[config.mk]
export PLATFORM = sky130hd
export DESIGN_NAME = cid_registers
export DESIGN_NICKNAME = d
export VERILOG_FILES = /design/src/rtl/cid_pkg.sv /design/src/rtl/cid_registers.sv /design/src/rtl/cid_size_word.sv
export SDC_FILE = /design/constraint.sdc
export NUM_CORES = 1
export LEC_CHECK = 0
export BUFFER_PORTS_ARGS = -buffer_cell sky130_fd_sc_hd__buf_2
export CAP_MARGIN = 20
export CORE_UTILIZATION = 26
export CTS_CLUSTER_SIZE = 14
export DETAILED_ROUTE_END_ITERATION = 10
export GPL_ROUTABILITY_DRIVEN = 1
export PLACE_DENSITY = 0.8
export SETUP_SLACK_MARGIN = 0.3
export SYNTH_ARGS = -nofsm -noshare
export SYNTH_HDL_FRONTEND = slang
export SYNTH_SLANG_ARGS = --single-unit
[constraint.sdc]
create_clock -name clock -period 1.4 [get_ports clock]
set_input_delay 0.28 -clock clock [delete_from_list [all_inputs] [get_ports clock]]
set_output_delay 0.28 -clock clock [all_outputs]
set_load 0.02 [all_outputs]
[src/rtl/cid_pkg.sv]
// Encodings, field layouts and fixed values of the cache identification bank
package cid_pkg;

  // Coprocessor access encodings (primary and secondary register are c0)
  localparam logic [2:0] OPC1_IDENT = 3'h0;
  localparam logic [2:0] OPC1_CACHE = 3'h1;
  localparam logic [2:0] OPC1_SELECT = 3'h2;
  localparam logic [3:0] CRN_IDENT = 4'h0;
  localparam logic [3:0] CRM_IDENT = 4'h0;
  localparam logic [2:0] OPC2_REVISION = 3'h6;
  localparam logic [2:0] OPC2_CACHE_SIZE = 3'h0;
  localparam logic [2:0] OPC2_CACHE_LEVEL = 3'h1;
  localparam logic [2:0] OPC2_SELECTOR = 3'h0;

  // Cache size word layout
  localparam int WRITE_THROUGH_BIT = 31;
  localparam int WRITE_BACK_BIT = 30;
  localparam int READ_ALLOC_BIT = 29;
  localparam int WRITE_ALLOC_BIT = 28;
  localparam int POLICY_LSB = 28;
  localparam int SETS_LSB = 13;
  localparam int WAYS_LSB = 3;
  localparam int LINE_LSB = 0;
  localparam logic [3:0] POLICY_ICACHE = 4'h2;
  localparam logic [3:0] POLICY_DCACHE = 4'h7;
  localparam logic [9:0] WAYS_FOUR = 10'h003;
  localparam logic [2:0] LINE_EIGHT_WORDS = 3'h1;
  localparam logic [14:0] SETS_4KB = 15'h001f;
  localparam logic [14:0] SETS_8KB = 15'h003f;
  localparam logic [14:0] SETS_16KB = 15'h007f;
  localparam logic [14:0] SETS_32KB = 15'h00ff;
  localparam logic [14:0] SETS_64KB = 15'h01ff;

  // Cache level word layout
  localparam int UNIF_LSB = 27;
  localparam int COHER_LSB = 24;
  localparam int INNER_UNIF_LSB = 21;
  localparam int UPPER_TYPES_LSB = 3;
  localparam int L1_TYPE_LSB = 0;
  localparam logic [2:0] LEVEL_ONE = 3'h1;
  localparam logic [2:0] TYPE_NONE = 3'h0;
  localparam logic [2:0] TYPE_SPLIT = 3'h3;
  localparam logic [17:0] UPPER_TYPES_NONE = 18'h00000;

  // Cache selector layout and reset
  localparam int SEL_SIDE_BIT = 0;
  localparam logic SEL_SIDE_RESET = 1'b0;
  localparam logic SEL_SIDE_INSTR = 1'b1;

  // Implementation revision word, value arbitrary
  localparam logic [31:0] REVISION_DEFAULT = 32'h0000_0000;

  typedef enum logic [2:0] {
    SIZE_4KB = 3'b000,
    SIZE_8KB = 3'b001,
    SIZE_16KB = 3'b010,
    SIZE_32KB = 3'b011,
    SIZE_64KB = 3'b100
  } cid_size_t;

  typedef enum logic [2:0] {
    REG_NONE = 3'b000,
    REG_REVISION = 3'b001,
    REG_CACHE_SIZE = 3'b010,
    REG_CACHE_LEVEL = 3'b011,
    REG_SELECTOR = 3'b100
  } cid_reg_t;

  function automatic logic [14:0] cid_set_count(input cid_size_t size);
    case (size)
      SIZE_4KB: cid_set_count = SETS_4KB;
      SIZE_8KB: cid_set_count = SETS_8KB;
      SIZE_16KB: cid_set_count = SETS_16KB;
      SIZE_32KB: cid_set_count = SETS_32KB;
      default: cid_set_count = SETS_64KB;
    endcase
  endfunction

  function automatic logic cid_match(input logic [2:0] opc1,
      input logic [3:0] crn, input logic [3:0] crm, input logic [2:0] opc2,
      input logic [2:0] wantOpc1, input logic [2:0] wantOpc2);
    cid_match = (opc1 == wantOpc1) && (crn == CRN_IDENT) &&
        (crm == CRM_IDENT) && (opc2 == wantOpc2);
  endfunction

  function automatic logic [31:0] cid_level_word(input logic present);
    cid_level_word = 32'h0000_0000;
    if (present) begin
      cid_level_word[UNIF_LSB +: 3] = LEVEL_ONE;
      cid_level_word[COHER_LSB +: 3] = LEVEL_ONE;
      cid_level_word[INNER_UNIF_LSB +: 3] = LEVEL_ONE;
      cid_level_word[UPPER_TYPES_LSB +: 18] = UPPER_TYPES_NONE;
      cid_level_word[L1_TYPE_LSB +: 3] = TYPE_SPLIT;
    end
  endfunction

endpackage

[src/rtl/cid_registers.sv]
// Cache identification register bank on the coprocessor access port
`timescale 1ns/1ps
`default_nettype none
// How it works
// - Revision register returns full configured word
// - Revision register readable only when privileged
// - Cache size register readable only when privileged
// - Cache size follows current cache selector
// - No caches: cache size value reads zero
// - Top four bits flag policies, write-through zero
// - Instruction cache policy bits read 0010
// - Data cache policy bits read 0111
// - Sets, four ways, eight-word lines reported
// - No caches: cache level reads zero
// - Cache level read-only, privileged only
// - Unification and coherency points are level one
// - Levels two to seven report no cache
// - Level one type split or none
// - Cache size at opcode1 one, c0, c0, zero
// - Selector level field reads zero, ignores writes
module cid_registers
  import cid_pkg::*;
#(
  parameter logic CACHES_PRESENT = 1'b1,
  parameter cid_pkg::cid_size_t INSTR_SIZE = cid_pkg::SIZE_16KB,
  parameter cid_pkg::cid_size_t DATA_SIZE = cid_pkg::SIZE_16KB,
  parameter logic [31:0] REVISION_WORD = cid_pkg::REVISION_DEFAULT
)
(
  input wire logic clock,
  input wire logic srst,
  input wire logic cpReqValid,
  input wire logic cpReqWrite,
  input wire logic [2:0] cpOpc1,
  input wire logic [3:0] cpCrn,
  input wire logic [3:0] cpCrm,
  input wire logic [2:0] cpOpc2,
  input wire logic cpPrivileged,
  input wire logic [31:0] cpWrData,
  output logic cpRespValid,
  output logic [31:0] cpRdData,
  output logic cpUndef
);
  import cid_pkg::*;

  cid_reg_t regHit;
  logic hit;
  logic allowed;
  logic instrSelect_q;
  logic instrSelect_d;
  logic [31:0] sizeWord;
  logic [31:0] levelWord;
  logic [31:0] readWord;
  logic respValid_q;
  logic [31:0] rdData_q;
  logic undef_q;
  logic readOk;

  // Decode of the access encoding
  always_comb begin
    regHit = REG_NONE;
    if (cid_match(cpOpc1, cpCrn, cpCrm, cpOpc2, OPC1_IDENT,
        OPC2_REVISION)) begin
      regHit = REG_REVISION;
    end else if (cid_match(cpOpc1, cpCrn, cpCrm, cpOpc2, OPC1_CACHE,
        OPC2_CACHE_SIZE)) begin
      regHit = REG_CACHE_SIZE;
    end else if (cid_match(cpOpc1, cpCrn, cpCrm, cpOpc2, OPC1_CACHE,
        OPC2_CACHE_LEVEL)) begin
      regHit = REG_CACHE_LEVEL;
    end else if (cid_match(cpOpc1, cpCrn, cpCrm, cpOpc2, OPC1_SELECT,
        OPC2_SELECTOR)) begin
      regHit = REG_SELECTOR;
    end
  end

  assign hit = cpReqValid && (regHit != REG_NONE);
  // Every register of this bank is closed to user mode
  assign allowed = hit && cpPrivileged;
  assign readOk = allowed && !cpReqWrite;

  // Only the instruction/data bit of the selector holds state
  always_comb begin
    instrSelect_d = instrSelect_q;
    if (allowed && cpReqWrite && (regHit == REG_SELECTOR)) begin
      instrSelect_d = cpWrData[SEL_SIDE_BIT];
    end
  end

  always_ff @(posedge clock) begin
    if (srst) begin
      instrSelect_q <= SEL_SIDE_RESET;
    end else begin
      instrSelect_q <= instrSelect_d;
    end
  end

  cid_size_word u_size_word (
    .cachesPresent(CACHES_PRESENT),
    .instrSelect(instrSelect_q),
    .instrSize(INSTR_SIZE),
    .dataSize(DATA_SIZE),
    .sizeWord(sizeWord)
  );

  // Constant per build, so no storage is spent on it
  assign levelWord = cid_level_word(CACHES_PRESENT);

  always_comb begin
    readWord = 32'h0000_0000;
    unique case (regHit)
      REG_NONE: readWord = 32'h0000_0000;
      REG_REVISION: readWord = REVISION_WORD;
      REG_CACHE_SIZE: readWord = sizeWord;
      REG_CACHE_LEVEL: readWord = levelWord;
      REG_SELECTOR: readWord[SEL_SIDE_BIT] = instrSelect_q;
    endcase
  end

  // Answer one cycle after the request; writes to read-only words are dropped
  always_ff @(posedge clock) begin
    if (srst) begin
      respValid_q <= 1'b0;
    end else begin
      respValid_q <= hit;
    end
  end

  always_ff @(posedge clock) begin
    if (srst) begin
      undef_q <= 1'b0;
    end else begin
      undef_q <= hit && !cpPrivileged;
    end
  end

  always_ff @(posedge clock) begin
    if (srst) begin
      rdData_q <= 32'h0000_0000;
    end else if (allowed && !cpReqWrite) begin
      rdData_q <= readWord;
    end else begin
      // No data leaks out on a refused or write access
      rdData_q <= 32'h0000_0000;
    end
  end

  assign cpRespValid = respValid_q;
  assign cpRdData = rdData_q;
  assign cpUndef = undef_q;

  a_unpriv_undef: assert property (
    @(posedge clock) disable iff (srst)
    (cpReqValid && (regHit != REG_NONE) && !cpPrivileged)
    |=> (cpUndef && cpRespValid && (cpRdData == 32'h0000_0000))
  ) else $error("unprivileged access did not raise undefined");

  a_priv_no_undef: assert property (
    @(posedge clock) disable iff (srst)
    (cpReqValid && cpPrivileged) |=> !cpUndef
  ) else $error("privileged access raised undefined");

  a_revision_word: assert property (
    @(posedge clock) disable iff (srst)
    (cpReqValid && !cpReqWrite && cpPrivileged &&
        cid_match(cpOpc1, cpCrn, cpCrm, cpOpc2, OPC1_IDENT, OPC2_REVISION))
    |=> (cpRespValid && (cpRdData == REVISION_WORD))
  ) else $error("revision read returned wrong word");

  a_icache_policy: assert property (
    @(posedge clock) disable iff (srst)
    (CACHES_PRESENT && cpReqValid && !cpReqWrite && cpPrivileged &&
        instrSelect_q &&
        cid_match(cpOpc1, cpCrn, cpCrm, cpOpc2, OPC1_CACHE, OPC2_CACHE_SIZE))
    |=> ((cpRdData[31:28] == 4'h2) &&
        (cpRdData[27:13] == cid_set_count(INSTR_SIZE)))
  ) else $error("instruction cache size word wrong");

  a_dcache_policy: assert property (
    @(posedge clock) disable iff (srst)
    (CACHES_PRESENT && cpReqValid && !cpReqWrite && cpPrivileged &&
        !instrSelect_q &&
        cid_match(cpOpc1, cpCrn, cpCrm, cpOpc2, OPC1_CACHE, OPC2_CACHE_SIZE))
    |=> ((cpRdData[31:28] == 4'h7) &&
        (cpRdData[27:13] == cid_set_count(DATA_SIZE)))
  ) else $error("data cache size word wrong");

  a_size_geometry: assert property (
    @(posedge clock) disable iff (srst)
    (CACHES_PRESENT && cpReqValid && !cpReqWrite && cpPrivileged &&
        (regHit == REG_CACHE_SIZE))
    |=> ((cpRdData[12:3] == 10'h003) && (cpRdData[2:0] == 3'h1) &&
        !cpRdData[31])
  ) else $error("cache geometry fields wrong");

  a_level_word: assert property (
    @(posedge clock) disable iff (srst)
    (cpReqValid && !cpReqWrite && cpPrivileged &&
        cid_match(cpOpc1, cpCrn, cpCrm, cpOpc2, OPC1_CACHE, OPC2_CACHE_LEVEL))
    |=> (cpRdData == (CACHES_PRESENT ? 32'h0920_0003 : 32'h0000_0000))
  ) else $error("cache level word wrong");

  a_selector_follow: assert property (
    @(posedge clock) disable iff (srst)
    (cpReqValid && cpReqWrite && cpPrivileged &&
        (regHit == REG_SELECTOR))
    ##1 (cpReqValid && !cpReqWrite && cpPrivileged &&
        (regHit == REG_SELECTOR))
    |=> (cpRdData == {31'h0000_0000, $past(cpWrData[0], 2)})
  ) else $error("selector did not keep written bit");

  a_selector_write: assert property (
    @(posedge clock) disable iff (srst)
    (cpReqValid && cpReqWrite && cpPrivileged &&
        cid_match(cpOpc1, cpCrn, cpCrm, cpOpc2, OPC1_SELECT, OPC2_SELECTOR))
    |=> (instrSelect_q == $past(cpWrData[0]))
  ) else $error("selector write lost");

  a_unpriv_no_write: assert property (
    @(posedge clock) disable iff (srst)
    (cpReqValid && !cpPrivileged) |=> $stable(instrSelect_q)
  ) else $error("unprivileged write changed selector");

  a_resp_follows: assert property (
    @(posedge clock) disable iff (srst)
    cpRespValid |-> $past(cpReqValid && (regHit != REG_NONE))
  ) else $error("response without a request");

  a_resp_on_hit: assert property (
    @(posedge clock) disable iff (srst)
    hit |=> cpRespValid
  ) else $error("mapped access got no response");

  a_miss_silent: assert property (
    @(posedge clock) disable iff (srst)
    (cpReqValid && (regHit == REG_NONE))
    |=> (!cpRespValid && !cpUndef && (cpRdData == 32'h0000_0000))
  ) else $error("unmapped access was answered");

  a_idle_quiet: assert property (
    @(posedge clock) disable iff (srst)
    !cpReqValid |=> (!cpRespValid && !cpUndef)
  ) else $error("output pulse without a request");

  a_undef_has_resp: assert property (
    @(posedge clock) disable iff (srst)
    cpUndef |-> cpRespValid
  ) else $error("undefined flag without a response");

  a_rev_unpriv: assert property (
    @(posedge clock) disable iff (srst)
    (hit && !cpPrivileged && (regHit == REG_REVISION))
    |=> (cpUndef && (cpRdData == 32'h0000_0000))
  ) else $error("user mode revision read not refused");

  a_size_unpriv: assert property (
    @(posedge clock) disable iff (srst)
    (hit && !cpPrivileged && (regHit == REG_CACHE_SIZE))
    |=> (cpUndef && (cpRdData == 32'h0000_0000))
  ) else $error("user mode cache size read not refused");

  a_level_unpriv: assert property (
    @(posedge clock) disable iff (srst)
    (hit && !cpPrivileged && (regHit == REG_CACHE_LEVEL))
    |=> (cpUndef && (cpRdData == 32'h0000_0000))
  ) else $error("user mode cache level read not refused");

  a_level_write: assert property (
    @(posedge clock) disable iff (srst)
    (allowed && cpReqWrite && (regHit == REG_CACHE_LEVEL))
    |=> (cpRespValid && !cpUndef && (cpRdData == 32'h0000_0000))
  ) else $error("cache level write not ignored");

  a_rev_write: assert property (
    @(posedge clock) disable iff (srst)
    (allowed && cpReqWrite && (regHit == REG_REVISION))
    |=> (cpRespValid && !cpUndef && (cpRdData == 32'h0000_0000))
  ) else $error("revision write not ignored");

  a_upper_none: assert property (
    @(posedge clock) disable iff (srst)
    (readOk && (regHit == REG_CACHE_LEVEL))
    |=> (cpRdData[20:3] == 18'h00000)
  ) else $error("upper cache levels not empty");

  a_l1_type: assert property (
    @(posedge clock) disable iff (srst)
    (readOk && (regHit == REG_CACHE_LEVEL))
    |=> (cpRdData[2:0] == (CACHES_PRESENT ? 3'h3 : 3'h0))
  ) else $error("level one cache type wrong");

  a_bare_level: assert property (
    @(posedge clock) disable iff (srst)
    (!CACHES_PRESENT && readOk && (regHit == REG_CACHE_LEVEL))
    |=> (cpRdData == 32'h0000_0000)
  ) else $error("cache level not zero without caches");

  a_level_points: assert property (
    @(posedge clock) disable iff (srst)
    (CACHES_PRESENT && readOk && (regHit == REG_CACHE_LEVEL))
    |=> ((cpRdData[31:30] == 2'h0) && (cpRdData[29:27] == 3'h1) &&
        (cpRdData[26:24] == 3'h1) && (cpRdData[23:21] == 3'h1))
  ) else $error("unification or coherency point wrong");

  a_sel_upper_zero: assert property (
    @(posedge clock) disable iff (srst)
    (readOk && (regHit == REG_SELECTOR))
    |=> (cpRdData[31:1] == 31'h0000_0000)
  ) else $error("selector upper bits not zero");

  a_read_alloc: assert property (
    @(posedge clock) disable iff (srst)
    (CACHES_PRESENT && readOk && (regHit == REG_CACHE_SIZE))
    |=> (cpRdData[29] && !cpRdData[31])
  ) else $error("policy flags wrong");

  a_size_follows: assert property (
    @(posedge clock) disable iff (srst)
    (CACHES_PRESENT && readOk && (regHit == REG_CACHE_SIZE))
    |=> (cpRdData[30:28] == ($past(instrSelect_q) ? 3'h2 : 3'h7))
  ) else $error("cache size did not follow selector");

  a_sel_reset: assert property (
    @(posedge clock)
    $fell(srst) |-> !instrSelect_q
  ) else $error("selector not back on data cache");

  a_quiet_no_read: assert property (
    @(posedge clock) disable iff (srst)
    !readOk |=> (cpRdData == 32'h0000_0000)
  ) else $error("data shown without a granted read");

endmodule
`default_nettype wire

[src/rtl/cid_size_word.sv]
// Cache size word for the cache picked by the selector
`timescale 1ns/1ps
`default_nettype none
module cid_size_word
  import cid_pkg::*;
(
  input wire logic cachesPresent,
  input wire logic instrSelect,
  input wire cid_pkg::cid_size_t instrSize,
  input wire cid_pkg::cid_size_t dataSize,
  output logic [31:0] sizeWord
);
  always_comb begin
    sizeWord = 32'h0000_0000;
    // Left at zero without caches; software must not trust it
    if (cachesPresent) begin
      if (instrSelect) begin
        sizeWord[POLICY_LSB +: 4] = POLICY_ICACHE;
        sizeWord[SETS_LSB +: 15] = cid_set_count(instrSize);
      end else begin
        sizeWord[POLICY_LSB +: 4] = POLICY_DCACHE;
        sizeWord[SETS_LSB +: 15] = cid_set_count(dataSize);
      end
      sizeWord[WRITE_THROUGH_BIT] = 1'b0;
      sizeWord[WAYS_LSB +: 10] = WAYS_FOUR;
      sizeWord[LINE_LSB +: 3] = LINE_EIGHT_WORDS;
    end
  end
endmodule
`default_nettype wire

=== After elaboration in Yosys (flattened, before gate mapping) ===
Cells that the tools add are included.

* Output and inout bits: 34
* Word-level logic and storage cells: 47
* Flip-flop bits (word level): 35

* Bitwise gates (word level): 1
* Reductions and logical operators: 27
* Multiplexer cells: 7
* Eq/ne operators: 8

{| class="wikitable"
|+ Operator list
! cell !! count
|-
| 30-bit case mux with 2 select lines || 1
|-
| 18-bit two-way mux || 1
|-
| 1-bit logical AND || 16
|-
| 3-bit two-way mux || 4
|-
| 3-bit by 1-bit == test with 1-bit output, second input constant || 3
|-
| 3-bit by 2-bit == test with 1-bit output, second input constant || 3
|-
| 3-bit zero test || 3
|-
| 4-bit zero test || 2
|-
| 3-bit == test, second input constant || 2
|-
| 2-bit OR reduction || 3
|-
| 1-bit case mux with 3 select lines || 1
|-
| 3-bit nonzero test || 1
|-
| 1-bit zero test || 2
|-
| 1-bit inverter || 1
|}

=== Depth between registers and ports, before layout ===
* Depth after elaboration: 14
* Gate-level depth with buffers: 4

=== Modules after synthesis ===
Synthesis repeated with hierarchy kept, for this count alone.

* Cells, all modules: 142
* Area total of the unflattened synthesis: 1453.9 um2

{| class="wikitable"
|+ Modules (own cells, without submodules)
! module !! seq. area each (um2) !! area each (um2) !! cells each !! times used
|-
| cid_registers || 700.7 || 1159.9 || 102 || 1
|-
| cid_size_word || 0.0 || 294.0 || 40 || 1
|}

=== Least setup slack after synthesis ===
No wires, ideal clock.

* Kind: input to register
* Start point: input cpCrm[3]
* End point: register rdData_q[0], in the netlist cpRdData[0]
* Required time: 1.300 ns
* Data arrival time: 1.367 ns
* Cell stages on the path: 4
* Path buffers: 0
* Setup slack: -0.066 ns
* Cell sequence: nor4_1 > nand3b_1 > or3b_4 > a2111oi_4

* Word-level cells in the longest chain between the ends: 13
* Elaborated cells between the ends (all ways): 26
* Those cells by class: eq/ne: 4; mux: 5; bitwise: 1; reduce/logical: 16

{| class="wikitable"
|+ RTL lines
! what !! RTL line !! source
|-
| start, declared || cid_registers.sv:36 || <nowiki>input wire logic [3:0] cpCrm,</nowiki>
|-
| 4-bit zero test * || cid_pkg.sv:83 || <nowiki>(crm == CRM_IDENT) && (opc2 == wantOpc2);</nowiki>
|-
| 1-bit logical AND || cid_pkg.sv:82 || <nowiki>cid_match = (opc1 == wantOpc1) && (crn == CRN_IDENT) &&</nowiki>
|-
| 1-bit logical AND || cid_pkg.sv:83 ||
|-
| 3-bit two-way mux || cid_registers.sv:71 || <nowiki>end else if (cid_match(cpOpc1, cpCrn, cpCrm, cpOpc2, OPC1_SELECT,</nowiki>
|-
| 3-bit two-way mux || cid_registers.sv:68 || <nowiki>end else if (cid_match(cpOpc1, cpCrn, cpCrm, cpOpc2, OPC1_CACHE,</nowiki>
|-
| 3-bit two-way mux || cid_registers.sv:65 || <nowiki>end else if (cid_match(cpOpc1, cpCrn, cpCrm, cpOpc2, OPC1_CACHE,</nowiki>
|-
| 3-bit two-way mux * || cid_registers.sv:62 || <nowiki>if (cid_match(cpOpc1, cpCrn, cpCrm, cpOpc2, OPC1_IDENT,</nowiki>
|-
| parallel branches: the longest is 6 deep, another holds 3-bit by 2-bit == test with 1-bit output || -- ||
|-
| end signal, assigned || cid_registers.sv:141 || <nowiki>rdData_q <= readWord;</nowiki>
|-
| end, declared || cid_registers.sv:55 || <nowiki>logic [31:0] rdData_q;</nowiki>
|}

Mark *: on every way between the ends.
A chain may end at the register's enable or synchronous reset.

=== Final worst setup path ===
* Start point: input cpCrm[2]
* End point: register rdData_q[0], in the netlist cpRdData[0]

The elaborated chain is that of the path after synthesis.

==> run summary <==
crit path time final - 1318 ps
CTS hold repair buffers - 0
TNS Setup - 0 ps
Crit path required time - 1550 ps
CP arrival - 1470 ps
RSZ-0062 raised after global routing - yes
layout cells sized above 1 - 59.80%
detailed placer's ending HPWL - 966 um
met2 WL post-DR - 764 um
HP Start - cpPrivileged
flop2flop setup slack - 450 ps
main area contributors after synthesis - buf_4 (37%), dfxtp_1 (25%), a2111oi_4 (4.8%)
P&R area growth vs syn - 44.62%
area of the core - 0.002002 mm^2
Root Driver - clkbuf_4
achievable clock frequency - 758.9 MHz
EDFF count, synth - 0
Max IR drop VDD - 0.3778 mV
crit end category - flip-flop
Post-Synth XOR/XNOR Area - 0%
cell with the most instances after synthesis - buf_4
final net count - 154
antenna violations before repair - 0
library cells used by synthesis - 20
setup ws final - 82.32 ps
largest net degree at the start of global routing - 11
async set-reset flop share out of synthesis - 0%
most instantiated cells after synthesis - buf_4 (28), dfxtp_1 (7), nor2_1 (6)
GRT Util Overall - 10.17%
Slew Limit Fails - 0
Sinks on Clock Net - 7
Synth Cell Area - 569.3 um^2
sequential area share after synthesis - 24.62%
average size of a mapped cell - 8.497 um^2
HP Class - in -> reg
Finished Cell Area - 823.3 um^2
Die Y - 48.80 um
final WL - 1.283 mm
status - complete, no violations
reg-to-reg endpoint - cpRdData[0]$_SDFF_PP0_
Initial Utilization - 28.44%
vias in the first global route - 454
Final Skew - 3.390 ps
Pwr Density - 596.8 mW/mm^2
via count - 531
pre-CTS setup slack - -208.8 ps
type of the worst setup path - in -> reg
complex-gate fraction of the synthesized area - 7.033%
Fillers - 218
via-per-instance ratio - 4.116
# diodes - 0
gpl congestion - 0.7347
share of the synthesized area in the top cell type - 36.92%
final hold violations - 0
Synth Area in Simple Gates - 27.69%
worst skew pair latency - 250 ps
DRT Pass-1 Iters - 3
Synth area leader - buf_4
final setup vio count - 0
worst r2r path cells - 2
CTS buffer count - 3
Synth Register Bits - 7
first-pass GRT wire length - 1.759 mm
detailed router's first-iteration violation count - 3
M1 WL - 386 um
crit share post-route - 94.12%
Hold Path Depth - 2
Die W - 48.80 um
Max Cap Viol - 0
grt total ovfl - 0
worst reg2reg startpoint - instrSelect_q$_SDFFE_PP0P_
Port-buffer cells - 38
Leakage - 0.4048 nW
WHS Endpoint - cpUndef$_SDFF_PP0_
placed cell areas - 680.7 um^2
WL/cell - 9.946 um
die area - 0.002381 mm^2
multiplexer share of the synthesized area - 1.758%
Syn Inst Count - 67
worst-case clock buffer depth - 2
residual DRC count - 0
ANT nets after route - 0
CTS tree - done
Placement Rows - 16
DR top layer - met3
met3 wire len - 132 um
main combinational cell family by area after synthesis - buffers and inverters
yosys warns - 0
H-Tree Depth - 1
CP Launch Type - input port
crit path max fanout - 4
final core occ - 41.13%
I/O pin count - 85
ys flop type - dfxtp_1
share of synthesized cell area in full adder, half adder and majority cells - 0%
clock-pin slew on the worst setup and hold paths - 50 ps
report_power, final:
group / internal (W) / switching, W
registers: 0.000200 / 0.00000000210
clock network: 0.000108 / 0.0000675
logic: 0.0000430 / 0.0000728
total: 0.000351 / 0.000140
layer usage:
| metal | vias up | GRT usage, % |
|---|---|---|
| met5 | - | 0 |
| met1 | 237 | 8.000 |
| met3 | 0 | 5.607 |
| met4 | 0 | 2.941 |
| met2 | 41 | 20.60 |
| li1 | 253 | - |
flip-flops by register name, summed over array words and instances (netlist names):
signal,flops
instrSelect_q,1
cpRespValid,1
cpRdData,4
cpUndef,1
cell usage in the layout (no fill, tap or decap), types with 2 or more instances in the layout:
cell,instances
inv_1,2
dfxtp_1,6
buf_4,13
nor2_1,5
buf_6,3
nor3_2,3
clkbuf_4,3
buf_2,29
nand2b_1,3
nand3_1,2
nor4bb_1,2
conb_1,15
nor4_4,2
critical path, cell delays in order:
cell       delay [ps]
buf_6             100
nor4_4            250
nand3b_1          180
or3b_4            470
a2111oi_4         180
cells by family (layout without fill, tap and decap cells):
group	after synthesis	in the layout
flip-flops	7	7
AND/OR/NAND/NOR	25	25
buffers and inverters	30	51
AO/OA/AOI/OAI	3	3
other	1	15
multiplexers	1	1
metrics by stage:
step / hold WS [ps] / power, W / std cells
floorplan: 358.5 / 0.0002922 / 81
global placement: 443.2 / 0.0003031 / 122
detailed placement: 445.3 / 0.0003060 / 122
CTS: 224.8 / 0.0004905 / 128
global route: 234.8 / 0.0005215 / 129
finish: 239.4 / 0.0004913 / 129
worst max-delay path by stage:
stage | from | to | slack [ps]
floorplan | cpCrm[3] | cpRdData[0]$_SDFF_PP0_ | 50
global placement | cpCrm[3] | cpRdData[0]$_SDFF_PP0_ | -140
detailed placement | cpCrm[3] | cpRdData[27]$_SDFF_PP0_ | -210
CTS | cpCrm[3] | cpRdData[0]$_SDFF_PP0_ | 110
global route | cpCrm[2] | cpRdData[28]$_SDFF_PP0_ | 30
finish | cpCrm[2] | cpRdData[0]$_SDFF_PP0_ | 80
final cells by class:
class	instances	area (um^2)	area share, %
multi-input cells	44	337.8	41.03
repair buffers	45	276.5	33.59
flip-flops and latches	7	141.4	17.17
well taps	27	33.78	4.103
clock buffers	4	26.28	3.191
inverters	2	7.507	0.9119
repair_timing:
action / CTS / global route
setup endpoints to repair: 16 / 17
setup buffers: 2 / 1
gates resized for setup: 8 / 12
pin swaps: 4 / 6
Note: power is estimated with default switching activity, not from simulation.
